===== config.mk =====
export PLATFORM = sky130hd
export DESIGN_NAME = ssr_receiver
export DESIGN_NICKNAME = d
export VERILOG_FILES = /design/src/inc/ssr_pkg.sv /design/src/rtl/ssr_sync.sv /design/src/rtl/ssr_axil.sv /design/src/rtl/ssr_receiver.sv
export VERILOG_INCLUDE_DIRS = /design/src /design/src/inc
export SDC_FILE = /design/constraint.sdc
export NUM_CORES = 1
export LEC_CHECK = 0
export BUFFER_PORTS_ARGS = -buffer_cell sky130_fd_sc_hd__buf_2
export CAP_MARGIN = 20
export CORE_ASPECT_RATIO = 0.75
export CORE_MARGIN = 5
export CORE_UTILIZATION = 55
export CTS_BUF_LIST = sky130_fd_sc_hd__clkbuf_8 sky130_fd_sc_hd__clkbuf_16
export DETAILED_ROUTE_END_ITERATION = 6
export GPL_TIMING_DRIVEN = 0
export MAX_ROUTING_LAYER = met4
export PLACE_DENSITY = 0.81
export SYNTH_ARGS = -nofsm -noshare
export SYNTH_HDL_FRONTEND = slang
export SYNTH_HIERARCHICAL = 1
export SYNTH_SLANG_ARGS = --single-unit

===== constraint.sdc =====
create_clock -name clk_sys -period 2.25 [get_ports clk_sys]
set_input_delay 0.675 -clock clk_sys [delete_from_list [all_inputs] [get_ports clk_sys]]
set_output_delay 0.675 -clock clk_sys [all_outputs]
set_load 0.01 [all_outputs]

===== src/inc/ssr_map.svh =====
/*
 * register map, field positions, reset values and widths of the
 * synchronous serial slave receiver.
 * assumes inclusion by bare name; definitions only.
 */
`ifndef SSR_MAP_SVH
`define SSR_MAP_SVH

`define SSR_ADDR_W 32
`define SSR_DATA_W 32
`define SSR_OFS_W 4
`define SSR_FRAME_W 8
`define SSR_CNT_W 4
`define SSR_PIN_IDLE 2'h3

// byte offsets
`define SSR_OFS_CTRL 4'h0
`define SSR_OFS_BUF 4'h4
`define SSR_OFS_STAT 4'h8
`define SSR_OFS_MASK 4'hc

// control register fields
`define SSR_CTRL_EN_BIT 7
`define SSR_CTRL_LEN_HI 2
`define SSR_CTRL_LEN_LO 0
`define SSR_CTRL_RST 8'h07
`define SSR_CTRL_WMASK 8'h87

// status / mask fields
`define SSR_ST_W 2
`define SSR_ST_DONE_BIT 0
`define SSR_ST_OVR_BIT 1
`define SSR_ST_BUSY_BIT 2
`define SSR_ST_RST 2'h0
`define SSR_MASK_RST 2'h0
`define SSR_BUF_RST 8'h00

// axi responses
`define SSR_RESP_OKAY 2'h0
`define SSR_RESP_SLVERR 2'h2

`endif


===== src/inc/ssr_pkg.sv =====
/*
 * types of the synchronous serial slave receiver.
 * assumes ssr_map.svh is on the include path.
 */
`include "ssr_map.svh"

package ssr_pkg;
    typedef logic [`SSR_FRAME_W-1:0] ssr_frame_t;
    typedef logic [`SSR_CNT_W-1:0] ssr_cnt_t;
    typedef logic [`SSR_ST_W-1:0] ssr_flags_t;
    typedef enum logic {SSR_IDLE, SSR_RECV} ssr_state_t;
endpackage : ssr_pkg


===== src/rtl/ssr_sync.sv =====
/*
 * two-flop synchroniser for the serial clock and data pins.
 * assumes the pins are asynchronous to clk_sys.
 */
`timescale 1ns/10ps
`default_nettype none
`include "ssr_map.svh"

module ssr_sync (
    input wire logic clk_sys,
    input wire logic rstn,
    input wire logic [1:0] pin_in,
    output logic [1:0] pin_sync
);
    logic [1:0] stage1;
    logic [1:0] next_stage1;
    logic [1:0] next_pin_sync;

    always_comb begin
        next_stage1 = pin_in;
        next_pin_sync = stage1;
    end

    always_ff @(posedge clk_sys or negedge rstn) begin
        if (!rstn) begin
            stage1 <= `SSR_PIN_IDLE;
            pin_sync <= `SSR_PIN_IDLE;
        end else begin
            stage1 <= next_stage1;
            pin_sync <= next_pin_sync;
        end
    end
endmodule : ssr_sync

`default_nettype wire


===== src/rtl/ssr_axil.sv =====
/*
 * axi4-lite slave front end: turns bus transfers into one-cycle
 * register write and read strobes.
 * assumes the register core answers rd_data/rd_err combinationally.
 */
`timescale 1ns/10ps
`default_nettype none
`include "ssr_map.svh"

module ssr_axil (
    input wire logic clk_sys,
    input wire logic rstn,
    input wire logic [`SSR_ADDR_W-1:0] s_axi_awaddr,
    input wire logic s_axi_awvalid,
    output logic s_axi_awready,
    input wire logic [`SSR_DATA_W-1:0] s_axi_wdata,
    input wire logic [3:0] s_axi_wstrb,
    input wire logic s_axi_wvalid,
    output logic s_axi_wready,
    output logic [1:0] s_axi_bresp,
    output logic s_axi_bvalid,
    input wire logic s_axi_bready,
    input wire logic [`SSR_ADDR_W-1:0] s_axi_araddr,
    input wire logic s_axi_arvalid,
    output logic s_axi_arready,
    output logic [`SSR_DATA_W-1:0] s_axi_rdata,
    output logic [1:0] s_axi_rresp,
    output logic s_axi_rvalid,
    input wire logic s_axi_rready,
    output logic wr_en,
    output logic [`SSR_ADDR_W-1:0] wr_addr,
    output logic [`SSR_DATA_W-1:0] wr_data,
    output logic [3:0] wr_strb,
    input wire logic wr_err,
    output logic rd_en,
    output logic [`SSR_ADDR_W-1:0] rd_addr,
    input wire logic [`SSR_DATA_W-1:0] rd_data,
    input wire logic rd_err
);
    logic aw_hold, w_hold;
    logic next_aw_hold, next_w_hold;
    logic [`SSR_ADDR_W-1:0] next_wr_addr;
    logic [`SSR_DATA_W-1:0] next_wr_data;
    logic [3:0] next_wr_strb;
    logic next_bvalid, next_rvalid;
    logic [1:0] next_bresp, next_rresp;
    logic [`SSR_DATA_W-1:0] next_rdata;

    assign s_axi_awready = !aw_hold && !s_axi_bvalid;
    assign s_axi_wready = !w_hold && !s_axi_bvalid;
    assign s_axi_arready = !s_axi_rvalid;
    assign wr_en = aw_hold && w_hold && !s_axi_bvalid;
    assign rd_en = s_axi_arvalid && s_axi_arready;
    assign rd_addr = s_axi_araddr;

    always_comb begin
        next_aw_hold = aw_hold;
        next_w_hold = w_hold;
        next_wr_addr = wr_addr;
        next_wr_data = wr_data;
        next_wr_strb = wr_strb;
        next_bvalid = s_axi_bvalid;
        next_bresp = s_axi_bresp;
        next_rvalid = s_axi_rvalid;
        next_rresp = s_axi_rresp;
        next_rdata = s_axi_rdata;
        if (s_axi_awvalid && s_axi_awready) begin
            next_aw_hold = 1'b1;
            next_wr_addr = s_axi_awaddr;
        end
        if (s_axi_wvalid && s_axi_wready) begin
            next_w_hold = 1'b1;
            next_wr_data = s_axi_wdata;
            next_wr_strb = s_axi_wstrb;
        end
        if (wr_en) begin
            next_aw_hold = 1'b0;
            next_w_hold = 1'b0;
            next_bvalid = 1'b1;
            next_bresp = wr_err ? `SSR_RESP_SLVERR : `SSR_RESP_OKAY;
        end else if (s_axi_bvalid && s_axi_bready) begin
            next_bvalid = 1'b0;
        end
        if (rd_en) begin
            next_rvalid = 1'b1;
            next_rdata = rd_data;
            next_rresp = rd_err ? `SSR_RESP_SLVERR : `SSR_RESP_OKAY;
        end else if (s_axi_rvalid && s_axi_rready) begin
            next_rvalid = 1'b0;
        end
    end

    always_ff @(posedge clk_sys or negedge rstn) begin
        if (!rstn) begin
            aw_hold <= 1'b0;
            w_hold <= 1'b0;
            wr_addr <= '0;
            wr_data <= '0;
            wr_strb <= 4'h0;
            s_axi_bvalid <= 1'b0;
            s_axi_bresp <= `SSR_RESP_OKAY;
            s_axi_rvalid <= 1'b0;
            s_axi_rresp <= `SSR_RESP_OKAY;
            s_axi_rdata <= '0;
        end else begin
            aw_hold <= next_aw_hold;
            w_hold <= next_w_hold;
            wr_addr <= next_wr_addr;
            wr_data <= next_wr_data;
            wr_strb <= next_wr_strb;
            s_axi_bvalid <= next_bvalid;
            s_axi_bresp <= next_bresp;
            s_axi_rvalid <= next_rvalid;
            s_axi_rresp <= next_rresp;
            s_axi_rdata <= next_rdata;
        end
    end
endmodule : ssr_axil

`default_nettype wire


===== src/rtl/ssr_receiver.sv =====
/*
 * synchronous serial receiver, slave operation: receive clock and data
 * come from an external transmitter, registers over axi4-lite.
 * assumes instruction_start_strobe is a one-cycle pulse on clk_sys and
 * the serial pins are asynchronous to clk_sys.
 */
// The placing of the registers and the AXI4-Lite register port were decided locally.
`timescale 1ns/10ps
`default_nettype none
`include "ssr_map.svh"

module ssr_receiver (
    input wire logic clk_sys,
    input wire logic rstn,
    input wire logic [`SSR_ADDR_W-1:0] s_axi_awaddr,
    input wire logic s_axi_awvalid,
    output logic s_axi_awready,
    input wire logic [`SSR_DATA_W-1:0] s_axi_wdata,
    input wire logic [3:0] s_axi_wstrb,
    input wire logic s_axi_wvalid,
    output logic s_axi_wready,
    output logic [1:0] s_axi_bresp,
    output logic s_axi_bvalid,
    input wire logic s_axi_bready,
    input wire logic [`SSR_ADDR_W-1:0] s_axi_araddr,
    input wire logic s_axi_arvalid,
    output logic s_axi_arready,
    output logic [`SSR_DATA_W-1:0] s_axi_rdata,
    output logic [1:0] s_axi_rresp,
    output logic s_axi_rvalid,
    input wire logic s_axi_rready,
    input wire logic receive_clock_pin,
    input wire logic receive_data_pin,
    input wire logic instruction_start_strobe,
    output logic receive_complete,
    output logic irq
);
    ////////////////////////////////////////////////////////////////////
    // bus front end
    logic wr_en, wr_err, rd_en, rd_err;
    logic [`SSR_ADDR_W-1:0] wr_addr, rd_addr;
    logic [`SSR_DATA_W-1:0] wr_data, rd_data;
    logic [3:0] wr_strb;

    ssr_axil u_axil (
        .clk_sys(clk_sys),
        .rstn(rstn),
        .s_axi_awaddr(s_axi_awaddr),
        .s_axi_awvalid(s_axi_awvalid),
        .s_axi_awready(s_axi_awready),
        .s_axi_wdata(s_axi_wdata),
        .s_axi_wstrb(s_axi_wstrb),
        .s_axi_wvalid(s_axi_wvalid),
        .s_axi_wready(s_axi_wready),
        .s_axi_bresp(s_axi_bresp),
        .s_axi_bvalid(s_axi_bvalid),
        .s_axi_bready(s_axi_bready),
        .s_axi_araddr(s_axi_araddr),
        .s_axi_arvalid(s_axi_arvalid),
        .s_axi_arready(s_axi_arready),
        .s_axi_rdata(s_axi_rdata),
        .s_axi_rresp(s_axi_rresp),
        .s_axi_rvalid(s_axi_rvalid),
        .s_axi_rready(s_axi_rready),
        .wr_en(wr_en),
        .wr_addr(wr_addr),
        .wr_data(wr_data),
        .wr_strb(wr_strb),
        .wr_err(wr_err),
        .rd_en(rd_en),
        .rd_addr(rd_addr),
        .rd_data(rd_data),
        .rd_err(rd_err)
    );

    ////////////////////////////////////////////////////////////////////
    // pin synchronisation
    logic [1:0] pins_sync;
    logic rxc_s, rxd_s;

    ssr_sync u_sync (
        .clk_sys(clk_sys),
        .rstn(rstn),
        .pin_in({receive_clock_pin, receive_data_pin}),
        .pin_sync(pins_sync)
    );

    assign rxc_s = pins_sync[1];
    assign rxd_s = pins_sync[0];

    ////////////////////////////////////////////////////////////////////
    // helpers
    function automatic logic [`SSR_OFS_W-1:0] reg_ofs(input logic [`SSR_ADDR_W-1:0] a);
        reg_ofs = a[`SSR_OFS_W-1:0];
    endfunction : reg_ofs

    function automatic logic reg_mapped(input logic [`SSR_ADDR_W-1:0] a);
        reg_mapped = (a[`SSR_ADDR_W-1:`SSR_OFS_W] == '0) && (a[1:0] == 2'h0);
    endfunction : reg_mapped

    // right-justify a frame shifted in from the top
    function automatic ssr_pkg::ssr_frame_t frame_align(input ssr_pkg::ssr_frame_t sr,
                                                        input ssr_pkg::ssr_cnt_t len);
        frame_align = sr >> (`SSR_CNT_W'(`SSR_FRAME_W) - len);
    endfunction : frame_align

    ////////////////////////////////////////////////////////////////////
    // registers and receive engine state
    logic [`SSR_FRAME_W-1:0] ctrl, next_ctrl;
    ssr_pkg::ssr_frame_t rx_buf, next_rx_buf;
    ssr_pkg::ssr_frame_t shift_reg, next_shift_reg;
    ssr_pkg::ssr_cnt_t bit_cnt, next_bit_cnt;
    ssr_pkg::ssr_flags_t status, next_status;
    ssr_pkg::ssr_flags_t mask, next_mask;
    ssr_pkg::ssr_state_t state, next_state;
    logic rxc_prev, next_rxc_prev;
    logic sample, next_sample;
    logic unread, next_unread;
    logic pend_done, next_pend_done;
    logic pend_ovr, next_pend_ovr;
    logic next_receive_complete;

    logic rx_en;
    logic shift_clk;
    logic frame_done;
    logic buf_read;
    ssr_pkg::ssr_cnt_t frame_len;
    ssr_pkg::ssr_cnt_t cnt_inc;
    ssr_pkg::ssr_frame_t shifted;
    ssr_pkg::ssr_flags_t stat_set;
    ssr_pkg::ssr_flags_t stat_clr;

    assign rx_en = ctrl[`SSR_CTRL_EN_BIT];
    assign frame_len = `SSR_CNT_W'(ctrl[`SSR_CTRL_LEN_HI:`SSR_CTRL_LEN_LO]) + `SSR_CNT_W'(1);
    assign shift_clk = rxc_s && !rxc_prev && rx_en;
    assign shifted = {sample, shift_reg[`SSR_FRAME_W-1:1]};
    assign cnt_inc = bit_cnt + `SSR_CNT_W'(1);
    assign frame_done = shift_clk && (cnt_inc == frame_len);
    assign buf_read = rd_en && reg_mapped(rd_addr) && (reg_ofs(rd_addr) == `SSR_OFS_BUF);
    assign irq = |(status & mask);

    ////////////////////////////////////////////////////////////////////
    // register read mux
    always_comb begin
        rd_data = '0;
        rd_err = 1'b0;
        if (!reg_mapped(rd_addr)) begin
            rd_err = 1'b1;
        end else if (reg_ofs(rd_addr) == `SSR_OFS_CTRL) begin
            rd_data[`SSR_FRAME_W-1:0] = ctrl;
        end else if (reg_ofs(rd_addr) == `SSR_OFS_BUF) begin
            rd_data[`SSR_FRAME_W-1:0] = rx_buf;
        end else if (reg_ofs(rd_addr) == `SSR_OFS_STAT) begin
            rd_data[`SSR_ST_W-1:0] = status;
            rd_data[`SSR_ST_BUSY_BIT] = (state == ssr_pkg::SSR_RECV);
        end else if (reg_ofs(rd_addr) == `SSR_OFS_MASK) begin
            rd_data[`SSR_ST_W-1:0] = mask;
        end else begin
            rd_err = 1'b1;
        end
    end

    ////////////////////////////////////////////////////////////////////
    // register writes
    always_comb begin
        next_ctrl = ctrl;
        next_mask = mask;
        stat_clr = '0;
        wr_err = 1'b0;
        if (wr_en) begin
            if (!reg_mapped(wr_addr)) begin
                wr_err = 1'b1;
            end else if (reg_ofs(wr_addr) == `SSR_OFS_CTRL) begin
                if (wr_strb[0]) begin
                    next_ctrl = wr_data[`SSR_FRAME_W-1:0] & `SSR_CTRL_WMASK;
                end
            end else if (reg_ofs(wr_addr) == `SSR_OFS_BUF) begin
                // buffer is read only: write accepted and ignored
                wr_err = 1'b0;
            end else if (reg_ofs(wr_addr) == `SSR_OFS_STAT) begin
                if (wr_strb[0]) begin
                    stat_clr = wr_data[`SSR_ST_W-1:0];
                end
            end else if (reg_ofs(wr_addr) == `SSR_OFS_MASK) begin
                if (wr_strb[0]) begin
                    next_mask = wr_data[`SSR_ST_W-1:0];
                end
            end else begin
                wr_err = 1'b1;
            end
        end
    end

    always_ff @(posedge clk_sys or negedge rstn) begin
        if (!rstn) begin
            ctrl <= `SSR_CTRL_RST;
            mask <= `SSR_MASK_RST;
        end else begin
            ctrl <= next_ctrl;
            mask <= next_mask;
        end
    end

    ////////////////////////////////////////////////////////////////////
    // link sampling and shifting
    always_comb begin
        next_rxc_prev = rxc_s;
        next_sample = sample;
        // last value seen while low is the bit shifted
        if (!rxc_s) begin
            next_sample = rxd_s;
        end
        next_shift_reg = shift_reg;
        next_bit_cnt = bit_cnt;
        next_state = state;
        // clearing enable drops a partial frame
        if (!rx_en) begin
            next_bit_cnt = '0;
            next_state = ssr_pkg::SSR_IDLE;
        end else if (shift_clk) begin
            next_shift_reg = shifted;
            if (frame_done) begin
                next_bit_cnt = '0;
                next_state = ssr_pkg::SSR_IDLE;
            end else begin
                next_bit_cnt = cnt_inc;
                next_state = ssr_pkg::SSR_RECV;
            end
        end
    end

    always_ff @(posedge clk_sys or negedge rstn) begin
        if (!rstn) begin
            rxc_prev <= 1'b1;
            sample <= 1'b0;
            shift_reg <= `SSR_BUF_RST;
            bit_cnt <= '0;
            state <= ssr_pkg::SSR_IDLE;
        end else begin
            rxc_prev <= next_rxc_prev;
            sample <= next_sample;
            shift_reg <= next_shift_reg;
            bit_cnt <= next_bit_cnt;
            state <= next_state;
        end
    end

    ////////////////////////////////////////////////////////////////////
    // frame results and completion
    always_comb begin
        next_rx_buf = rx_buf;
        // a buffer read in the completing cycle counts as read
        next_unread = unread && !buf_read;
        next_pend_done = pend_done;
        next_pend_ovr = pend_ovr;
        if (frame_done) begin
            next_rx_buf = frame_align(shifted, frame_len);
            next_unread = 1'b1;
            next_pend_done = 1'b1;
            // overrun held until the strobe reports it
            next_pend_ovr = pend_ovr || (unread && !buf_read);
        end

        // completion reported on the next instruction start
        stat_set = '0;
        next_receive_complete = 1'b0;
        if (instruction_start_strobe && pend_done) begin
            next_receive_complete = 1'b1;
            stat_set[`SSR_ST_DONE_BIT] = 1'b1;
            stat_set[`SSR_ST_OVR_BIT] = pend_ovr;
            next_pend_done = frame_done;
            next_pend_ovr = frame_done && unread && !buf_read;
        end
        // a new set wins over a write-one clear
        next_status = (status & ~stat_clr) | stat_set;
    end

    always_ff @(posedge clk_sys or negedge rstn) begin
        if (!rstn) begin
            status <= `SSR_ST_RST;
            rx_buf <= `SSR_BUF_RST;
            unread <= 1'b0;
            pend_done <= 1'b0;
            pend_ovr <= 1'b0;
            receive_complete <= 1'b0;
        end else begin
            status <= next_status;
            rx_buf <= next_rx_buf;
            unread <= next_unread;
            pend_done <= next_pend_done;
            pend_ovr <= next_pend_ovr;
            receive_complete <= next_receive_complete;
        end
    end
endmodule : ssr_receiver

`default_nettype wire


==> results of run 1 <==
[cells in the final DEF, fill, tap and decap left out, types with 8 or more instances in the layout]
master                      count
sky130_fd_sc_hd__mux2_2        85
sky130_fd_sc_hd__inv_1         12
sky130_fd_sc_hd__nand2_1       20
sky130_fd_sc_hd__buf_2         92
sky130_fd_sc_hd__dfrtp_1      105
sky130_fd_sc_hd__nor2_1        14
sky130_fd_sc_hd__nor4_1        15
sky130_fd_sc_hd__o21ai_0        8
sky130_fd_sc_hd__conb_1        26
sky130_fd_sc_hd__buf_4         36
sky130_fd_sc_hd__nor2b_1        8
sky130_fd_sc_hd__clkbuf_16     17
sky130_fd_sc_hd__dfstp_2        8
[worst max-delay path by stage]
stage	depth (start not counted)	endpoint	slack [ns]	from
2_1_floorplan	5	u_axil/s_axi_rdata[1]	0.20	s_axi_araddr[1]
4_1_cts	6	rx_buf[6]	0.15	ctrl[1]
6_report	7	rx_buf[6]	0.15	ctrl[1]
3_3_place_gp	1	u_axil/s_axi_rdata[24]	-0.73	rstn
5_1_grt	7	rx_buf[5]	0.02	ctrl[1]
3_5_place_dp	7	u_axil/s_axi_rdata[7]	0.02	s_axi_araddr[5]
[critical path, cell delays in order (launching register included)]
cell and delay [ns]:
sky130_fd_sc_hd__dfstp_2 0.60, sky130_fd_sc_hd__ha_1 0.25, sky130_fd_sc_hd__xor2_2 0.24, sky130_fd_sc_hd__xnor2_1 0.16
sky130_fd_sc_hd__nor3_2 0.15, sky130_fd_sc_hd__nand2_1 0.12, sky130_fd_sc_hd__buf_6 0.17, sky130_fd_sc_hd__mux2_4 0.29
[area by class of cell]
type / instances / area, µm² / share of cell area [%]
clock inverters: 10 / 205.2 / 3.035
plain buffers: 51 / 382.9 / 5.664
flip-flops and latches: 113 / 2838 / 41.98
well taps: 132 / 165.2 / 2.443
inverters: 11 / 41.29 / 0.6108
clock buffers: 21 / 480.5 / 7.107
repair buffers: 88 / 465.4 / 6.885
multi-input cells: 261 / 2182 / 32.28
[stage by stage]
step	util, %	power, mW	TNS, ns	hold WS, ns	instances
detailed placement	63.33	4.179	0	0.3481	656
finish	70.56	7.220	0	0.2580	687
global placement	63.01	4.060	-77.40	0.3474	655
global route	70.56	7.544	0	0.2967	687
CTS	70.48	7.291	0	0.2624	687
floorplan	-	3.715	0	0.3452	436
[routing by layer]
metal | GRT usage [%] | part of all wire (%) | up-vias
li1 | - | - | 1663
met1 | 25.55 | 44 | 1714
met2 | 30.59 | 47 | 129
met3 | 7.473 | 8.2 | 8
met4 | 5.806 | 0.72 | 0
met5 | - | 0 | -
[power breakdown]
| part | total (mW) | switching, mW | internal [mW] |
|---|---|---|---|
| clock | 3.08 | 0.900 | 2.18 |
| sequential | 2.86 | 0.325 | 2.53 |
| combinational | 1.28 | 0.533 | 0.750 |
| total | 7.22 | 1.76 | 5.46 |
[what timing repair did]
| action | in CTS | in global routing |
|---|---|---|
| setup endpoints to repair | 0 | 4 |
| gates resized for setup | 0 | 1 |
| endpoints found under the hold margin | 0 | 0 |
==> run metrics, run 1 <==
crit share post-route 93.22%; Max Root-Sink Buffers 2; Worst R2R Start ctrl[1]; number of hold buffers added after cts 0; setup violators final 0; maximum VDD drop 0.6461 mV; vias in the first global route 3,700; CTS Root Buffer Type sky130_fd_sc_hd__clkbuf_16; Final Max Slew Viols 0; final standard cell area without fillers 6760 µm²; number of core rows 31; via density per instance slightly above 5; arrival time at the worst endpoint 2.39 ns; synthesized netlist cell count between 400 and 500; worst slew pin tran 0.6102 ns; Num CTS Buffers 17; floorplan die area about 12,000 µm²; dpl hpwl 8.221 mm; largest registers u_axil/s_axi_rdata x32, u_axil/wr_addr x32, rx_buf x8; placed cell areas slightly above 6000 µm²; signed area change from the synthesized netlist to the final layout 26.45%; initial cell density of the core 55.81%; initial DRC count approximately 180; Max-Cap Viols 0; power per cell area roughly 1100 nW/µm²; fraction of layout cells with a size suffix above 1 around 51%; number of antenna violations at the first check in global routing 0; pre-CTS WS 0.02087 ns; total routed wirelength 11.04 mm; Hold Path Class in2async; io pins around 150; number of vias after detailed routing ~3,500; first-pass iteration count of the detailed router 4; worst-path maximum fanout 10; first-pass GRT wire length between 15 and 20 mm; final net count about 660; skew final just under 0.008 ns; outcome complete, no violations; final global-route overflow total 0; RSZ-0062 raised after global routing no; horizontal die dimension around 120 µm; post-synth design cell area roughly 5300 µm²; mean cell area of the mapped netlist 12.98 µm²; type of origin of the critical path flop; class of the most critical setup path reg2reg; number of buffer cells added on primary ports 87; element type at the critical path end flop; clock-pin slew on the worst setup and hold paths roughly 0.050 ns; global routing usage summed across all routing layers 20.16%; clk sink count 113; worst reg-to-reg setup slack 0.15 ns; CTS tree done; number of routed nets with antenna violations 0; R2R cell count 7; leakage 3.184 nW; Yosys warnings 6; Final WS setup 0.1526 ns; average wire per standard cell ~16 µm; Antenna diodes 0; number of remaining DRC errors 0; Tmin final 2.097 ns; final hold violations 0; pin count of the biggest net entering global routing 73; final weighted congestion in routability-driven placement 0.8433; core box area 9580 µm²; clk_lat worst skew 0.41 ns; Fillers 674; Max H-tree Level 4; post-CTS setup-driven buffer insertion count 0; die boundary height 95.39 µm; worst max-slew margin expressed relative to the limit 58.96%; end of the worst register-to-register path rx_buf[6]; upper clock frequency limit 476.8 MHz; Data required, critical path 2.54 ns
Power figures use the tool's default switching activity.
==> run 2, diff against run 1 <==
PLACE_DENSITY = 0.91   (was 0.81)
==> run 2 against run 1 <==
Final cell count fell by 0.15%. Design area fell by 1.6%. Highest routed layer unchanged. Core utilization fell by 1.1 points. Critical path depth did not move. Non-clock buffer count did not move. Clock-buffer cell count rose by 3. Critical endpoint is now rx_buf[5].
==> run metrics, run 2 (synthesis results as in run 1) <==
number of vias after detailed routing 3,574 (+1.7%); post-CTS setup-driven buffer insertion count 0 (unchanged); horizontal die dimension 123.8 µm (unchanged); dpl hpwl 8.255 mm (+0.41%); pin count of the biggest net entering global routing 70 (-4.1%); final standard cell area without fillers 6653 µm² (-1.6%); Tmin final 2.149 ns (+0.05142 ns); upper clock frequency limit 465.4 MHz (-2.4%); Data required, critical path 2.54 ns (about the same); first-pass iteration count of the detailed router 4 (unchanged); global routing usage summed across all routing layers 20.35% (+0.19 points); floorplan die area 11,810 µm² (unchanged); element type at the critical path end flop; setup violators final 0 (unchanged); Max H-tree Level 4 (unchanged); final weighted congestion in routability-driven placement 0.8121 (-3.7%); number of instances in the placed design 656 (unchanged); Num CTS Buffers 17 (unchanged); arrival time at the worst endpoint 2.43 ns (+0.04 ns); core box area 9580 µm² (unchanged); number of remaining DRC errors 0 (unchanged); number of buffer cells added on primary ports 87 (unchanged); vias in the first global route 3,713 (+0.35%); die boundary height 95.39 µm (unchanged); Antenna diodes 0 (unchanged); signed area change from the synthesized netlist to the final layout 24.43%; final hold violations 0 (unchanged); clock-pin slew on the worst setup and hold paths 0.05 ns (about the same); final global-route overflow total 0 (unchanged); class of the most critical setup path reg2reg; maximum VDD drop 0.7158 mV (+11%); total routed wirelength 11.06 mm (+0.17%); leading cell types in the layout, fill and taps excluded sky130_fd_sc_hd__dfrtp_1 (105), sky130_fd_sc_hd__buf_2 (92), sky130_fd_sc_hd__mux2_2 (85), sky130_fd_sc_hd__buf_4 (36), sky130_fd_sc_hd__conb_1 (26); fraction of layout cells with a size suffix above 1 50.72% (+0.091 points); worst-path maximum fanout 10 (unchanged); initial cell density of the core 55.81% (unchanged); most frequent standard cell in the layout excluding fill and tap cells sky130_fd_sc_hd__dfrtp_1; largest registers u_axil/s_axi_rdata x32, u_axil/wr_addr x32, rx_buf x8; final net count 656 (unchanged); Fillers 696 (+3.3%); Post-Layout Cell Count 686 (-0.15%); placed cell areas 6067 µm² (unchanged); clk sink count 113 (unchanged); Max Root-Sink Buffers 2 (unchanged); initial DRC count 191 (+4.9%); number of routed nets with antenna violations 0 (unchanged); clk_lat worst skew 0.41 ns (about the same); skew final 0.007106 ns (-0.0008197 ns); worst slew pin tran 0.6276 ns (+0.01738 ns); Final WS setup 0.1012 ns (-0.05142 ns); leakage 3.139 nW (-1.4%); pre-CTS WS 0.04960 ns (+0.02874 ns); average wire per standard cell 16.13 µm (+0.32%); Final Max Slew Viols 0 (unchanged); Hold Path Class in2async; worst reg-to-reg setup slack 0.10 ns (-0.05 ns); Max-Cap Viols 0 (unchanged); power per cell area 1001 nW/µm² (-6.2%); via density per instance 5.210 (+1.9%); outcome complete, no violations; number of core rows 31 (unchanged); crit share post-route 95.50% (+2.3 points); type of origin of the critical path flop; CTS tree done; number of antenna violations at the first check in global routing 0 (unchanged); first-pass GRT wire length 17.60 mm (-0.63%); io pins 153 (unchanged); worst max-slew margin expressed relative to the limit 57.79% (-1.2 points); CTS Root Buffer Type sky130_fd_sc_hd__clkbuf_16
## run 2: cell type report
class,instances,area [µm²],share of cell area [%]
Sequential cell,113,2838,42.66
Multi-Input combinational cell,261,2185,32.84
Clock buffer,24,521.8,7.843
Timing Repair Buffer,88,465.4,6.996
Buffer,51,382.9,5.755
Tap cell,132,165.2,2.483
Clock inverter,6,53.80,0.8087
Inverter,11,41.29,0.6207
## run 2: report_power, final
group | internal, mW | leakage, nW | switching (mW)
clock network | 1.69 | 0.295 | 0.827
registers | 2.53 | 1.38 | 0.325
logic | 0.750 | 1.46 | 0.535
total | 4.98 | 3.14 | 1.69
## run 2: path summary, 6_finish.rpt
path | depth (start not counted) | startpoint | end
worst max-delay path | 7 | ctrl[1] | rx_buf[5]
min in group clk_sys | 0 | u_sync/next_pin_sync[1] | u_sync/pin_sync[1]
worst max register to register | 7 | ctrl[1] | rx_buf[5]
worst min register to register | 0 | u_sync/next_pin_sync[1] | u_sync/pin_sync[1]
worst min-delay path | 1 | rstn | u_axil/aw_hold
max in group asynchronous | 2 | rstn | ctrl[0]
## run 2: what timing repair did
| action | CTS | global route |
|---|---|---|
| endpoints found under the setup margin | 0 | 4 |
| gates resized for setup | 0 | 2 |
| endpoints found under the hold margin | 0 | 0 |
| hold buffers | 0 | 0 |
## run 2: metrics by stage
stage | total power [mW] | TNS (ns) | hold slack (ns) | utilization, %
final | 6.662 | 0 | 0.2747 | 69.44
after global routing | 6.969 | -0.008861 | 0.3120 | 69.44
after CTS | 6.743 | 0 | 0.2783 | 69.34
after detailed placement | 4.178 | 0 | 0.3468 | 63.33
after global placement | 4.052 | -70.88 | 0.3468 | 63.01
after floorplan | 3.715 | 0 | 0.3452 | -
## run 2: critical path, cell delays in order, from the launching register on
cell and delay (ns):
sky130_fd_sc_hd__dfstp_2 0.61, sky130_fd_sc_hd__ha_2 0.34, sky130_fd_sc_hd__xnor2_1 0.16, sky130_fd_sc_hd__nand2_1 0.14
sky130_fd_sc_hd__nor3_2 0.20, sky130_fd_sc_hd__nand2_1 0.12, sky130_fd_sc_hd__buf_6 0.17, sky130_fd_sc_hd__mux2_4 0.29
## run 2: layer usage
metal | vias to the layer above | wire [µm] | GRT usage [%]
li1 | 1670 | - | -
met1 | 1755 | 4411 | 23.39
met2 | 128 | 5485 | 33.24
met3 | 21 | 981 | 6.880
met4 | 0 | 183 | 7.650
met5 | - | 0 | -
==> run 3, diff against run 2 <==
REMOVE_ABC_BUFFERS = 1   (was not set)
==> run 3 against run 2 <==
Via count is 1.7% lower. Hold slack better by 0.045 ns. First-iteration DRC count is 25% lower. Clock power is 15% higher. Register-to-register slack better by 0.05 ns. Critical path type unchanged. Highest routed layer unchanged.
==> run metrics, run 3 (synthesis results as in run 1) <==
first-pass GRT wire length 16.95 mm (-3.7%); most frequent standard cell in the layout excluding fill and tap cells sky130_fd_sc_hd__buf_2; fraction of layout cells with a size suffix above 1 50.92% (+0.20 points); largest registers u_axil/s_axi_rdata x32, u_axil/wr_addr x32, rx_buf x8; Max H-tree Level 4 (unchanged); end of the worst register-to-register path rx_buf[5]; Antenna diodes 0 (unchanged); final global-route overflow total 0 (unchanged); CTS Root Buffer Type sky130_fd_sc_hd__clkbuf_16; global routing usage summed across all routing layers 19.69% (-0.66 points); pre-CTS WS -0.4230 ns (-0.4726 ns); vias in the first global route 3,531 (-4.9%); Num CTS Buffers 17 (unchanged); Max Root-Sink Buffers 2 (unchanged); Post-Layout Cell Count 676 (-1.5%); number of vias after detailed routing 3,512 (-1.7%); final hold violations 0 (unchanged); clk sink count 113 (unchanged); setup violators final 0 (unchanged); worst reg-to-reg setup slack 0.15 ns (+0.05 ns); Final Max Slew Viols 0 (unchanged); Critical Path Source ctrl[0]; Tmin final 2.100 ns (-0.04866 ns); crit share post-route 93.34% (-2.2 points); worst max-slew margin expressed relative to the limit 38.08% (-20 points); via density per instance 5.195 (-0.28%); floorplan die area 11,810 µm² (unchanged); power per cell area 1055 nW/µm² (+5.4%); Worst R2R Start ctrl[0]; class of the most critical setup path reg2reg; initial DRC count 144 (-25%); upper clock frequency limit 476.2 MHz (+2.3%); maximum VDD drop 0.7045 mV (-1.6%); worst-path maximum fanout 14 (+4); outcome complete, no violations; clk_lat worst skew 0.41 ns (about the same); final weighted congestion in routability-driven placement 0.9312 (+15%); number of hold buffers added after cts 0 (unchanged); Data required, critical path 2.54 ns (about the same); core box area 9580 µm² (unchanged); cells along the critical path ha_4 -> xnor2_1 -> nand2_1 -> nor3_2 -> nand2_2 -> mux2_4; first-pass iteration count of the detailed router 5 (+1); leakage 3.076 nW (-2.0%); number of buffer cells added on primary ports 119 (+37%); worst slew pin tran 0.9268 ns (+0.2993 ns); final net count 644 (-1.8%); pin count of the biggest net entering global routing 63 (-10%); average wire per standard cell 15.68 µm (-2.7%); Worst setup endpoint rx_buf[5]; number of core rows 31 (unchanged); signed area change from the synthesized netlist to the final layout 23.26%; CTS tree done; arrival time at the worst endpoint 2.39 ns (-0.04 ns); Final WS setup 0.1499 ns (+0.04866 ns); end-of-flow core utilization 68.79% (-0.65 points); Max-Cap Viols 0 (unchanged); element type at the critical path end flop; number of remaining DRC errors 0 (unchanged); horizontal die dimension 123.8 µm (unchanged); leading cell types in the layout, fill and taps excluded sky130_fd_sc_hd__buf_2 (118), sky130_fd_sc_hd__dfrtp_1 (105), sky130_fd_sc_hd__mux2_2 (85), sky130_fd_sc_hd__conb_1 (26), sky130_fd_sc_hd__nand2_1 (19); R2R cell count 6 (-1); longest individual stage delay on the worst path 0.67 ns (+0.06 ns); total negative slack for setup checks 0 ns (unchanged); clock-pin slew on the worst setup and hold paths 0.05 ns (about the same); skew final 0.009925 ns (+0.002819 ns); RSZ-0062 raised after global routing no; io pins 153 (unchanged); initial cell density of the core 55.81% (unchanged); number of routed nets with antenna violations 0 (unchanged); type of origin of the critical path flop; number of instances in the placed design 638 (-2.7%); Max stage delay cell, worst path sky130_fd_sc_hd__dfstp_4; total routed wirelength 10.60 mm (-4.2%); dpl hpwl 7.779 mm (-5.8%); Hold Path Class in2async; number of antenna violations at the first check in global routing 0 (unchanged); die boundary height 95.39 µm (unchanged)
==> run 3: cell count changes in the layout (fill, tap and decap cells not counted), moves of 2 or more <==
cell and change:
sky130_fd_sc_hd__buf_4 -29, sky130_fd_sc_hd__buf_2 +26, sky130_fd_sc_hd__buf_6 -7, sky130_fd_sc_hd__clkbuf_8 -6, sky130_fd_sc_hd__bufinv_16 +4, sky130_fd_sc_hd__clkinvlp_4 +4
sky130_fd_sc_hd__clkbuf_1 -3, sky130_fd_sc_hd__clkinv_4 +2
==> run 3: layout make-up <==
type / count / area [µm²]
tap: 132 / 165.2
clock inverter: 14 / 212.7
clock buffer: 18 / 439.2
timing repair buffer: 127 / 685.7
sequential: 113 / 2841
multi-input combinational: 261 / 2205
inverter: 11 / 41.29
fill: 673 / 2990
==> run 3: how the worst min path moves through the flow <==
stage	start	depth (start not counted)	endpoint
global route	receive_data_pin	1	u_sync/next_pin_sync[0]
floorplan	u_sync/next_pin_sync[0]	0	u_sync/pin_sync[0]
detailed placement	u_sync/next_pin_sync[1]	0	u_sync/pin_sync[1]
global placement	u_sync/next_pin_sync[1]	0	u_sync/pin_sync[1]
finish	rstn	1	bit_cnt[0]
CTS	rstn	1	bit_cnt[1]
==> run 3: metal layers <==
layer	track usage [%]	share of wire (%)	vias up
met2	30.59	47	138
met4	7.742	1.8	0
li1	-	-	1653
met3	5.991	7.5	14
met5	-	0	-
met1	24.32	43	1707
==> run 3: repair_timing <==
action | 4_1_cts | 5_1_grt
pin swaps | 0 | 0
gates resized for setup | 4 | 1
setup buffers | 2 | 4
endpoints found under the setup margin | 11 | 8
==> run 3: stage by stage <==
step	power [mW]	hold slack, ns	instance area, µm²
4_1_cts	7.027	0.3228	6553
2_1_floorplan	3.595	0.3452	5054
3_3_place_gp	3.958	0.3465	5814
6_report	6.953	0.3201	6590
3_5_place_dp	4.085	0.3478	5867
5_1_grt	7.284	0.3481	6590
==> run 3: worst max-delay path, delay by kind of cell, from the launching register on <==
kind	cells	cell delay [ns]
xor+xnor	1	0.18
flops	1	0.67
mux	1	0.33
simple gates	3	0.52
fa+ha+maj	1	0.27
==> run 3: power by group <==
group | switching, mW | total [mW] | internal, mW
Sequential | 0.336 | 2.87 | 2.53
Combinational | 0.494 | 1.18 | 0.683
Clock | 0.923 | 2.91 | 1.99
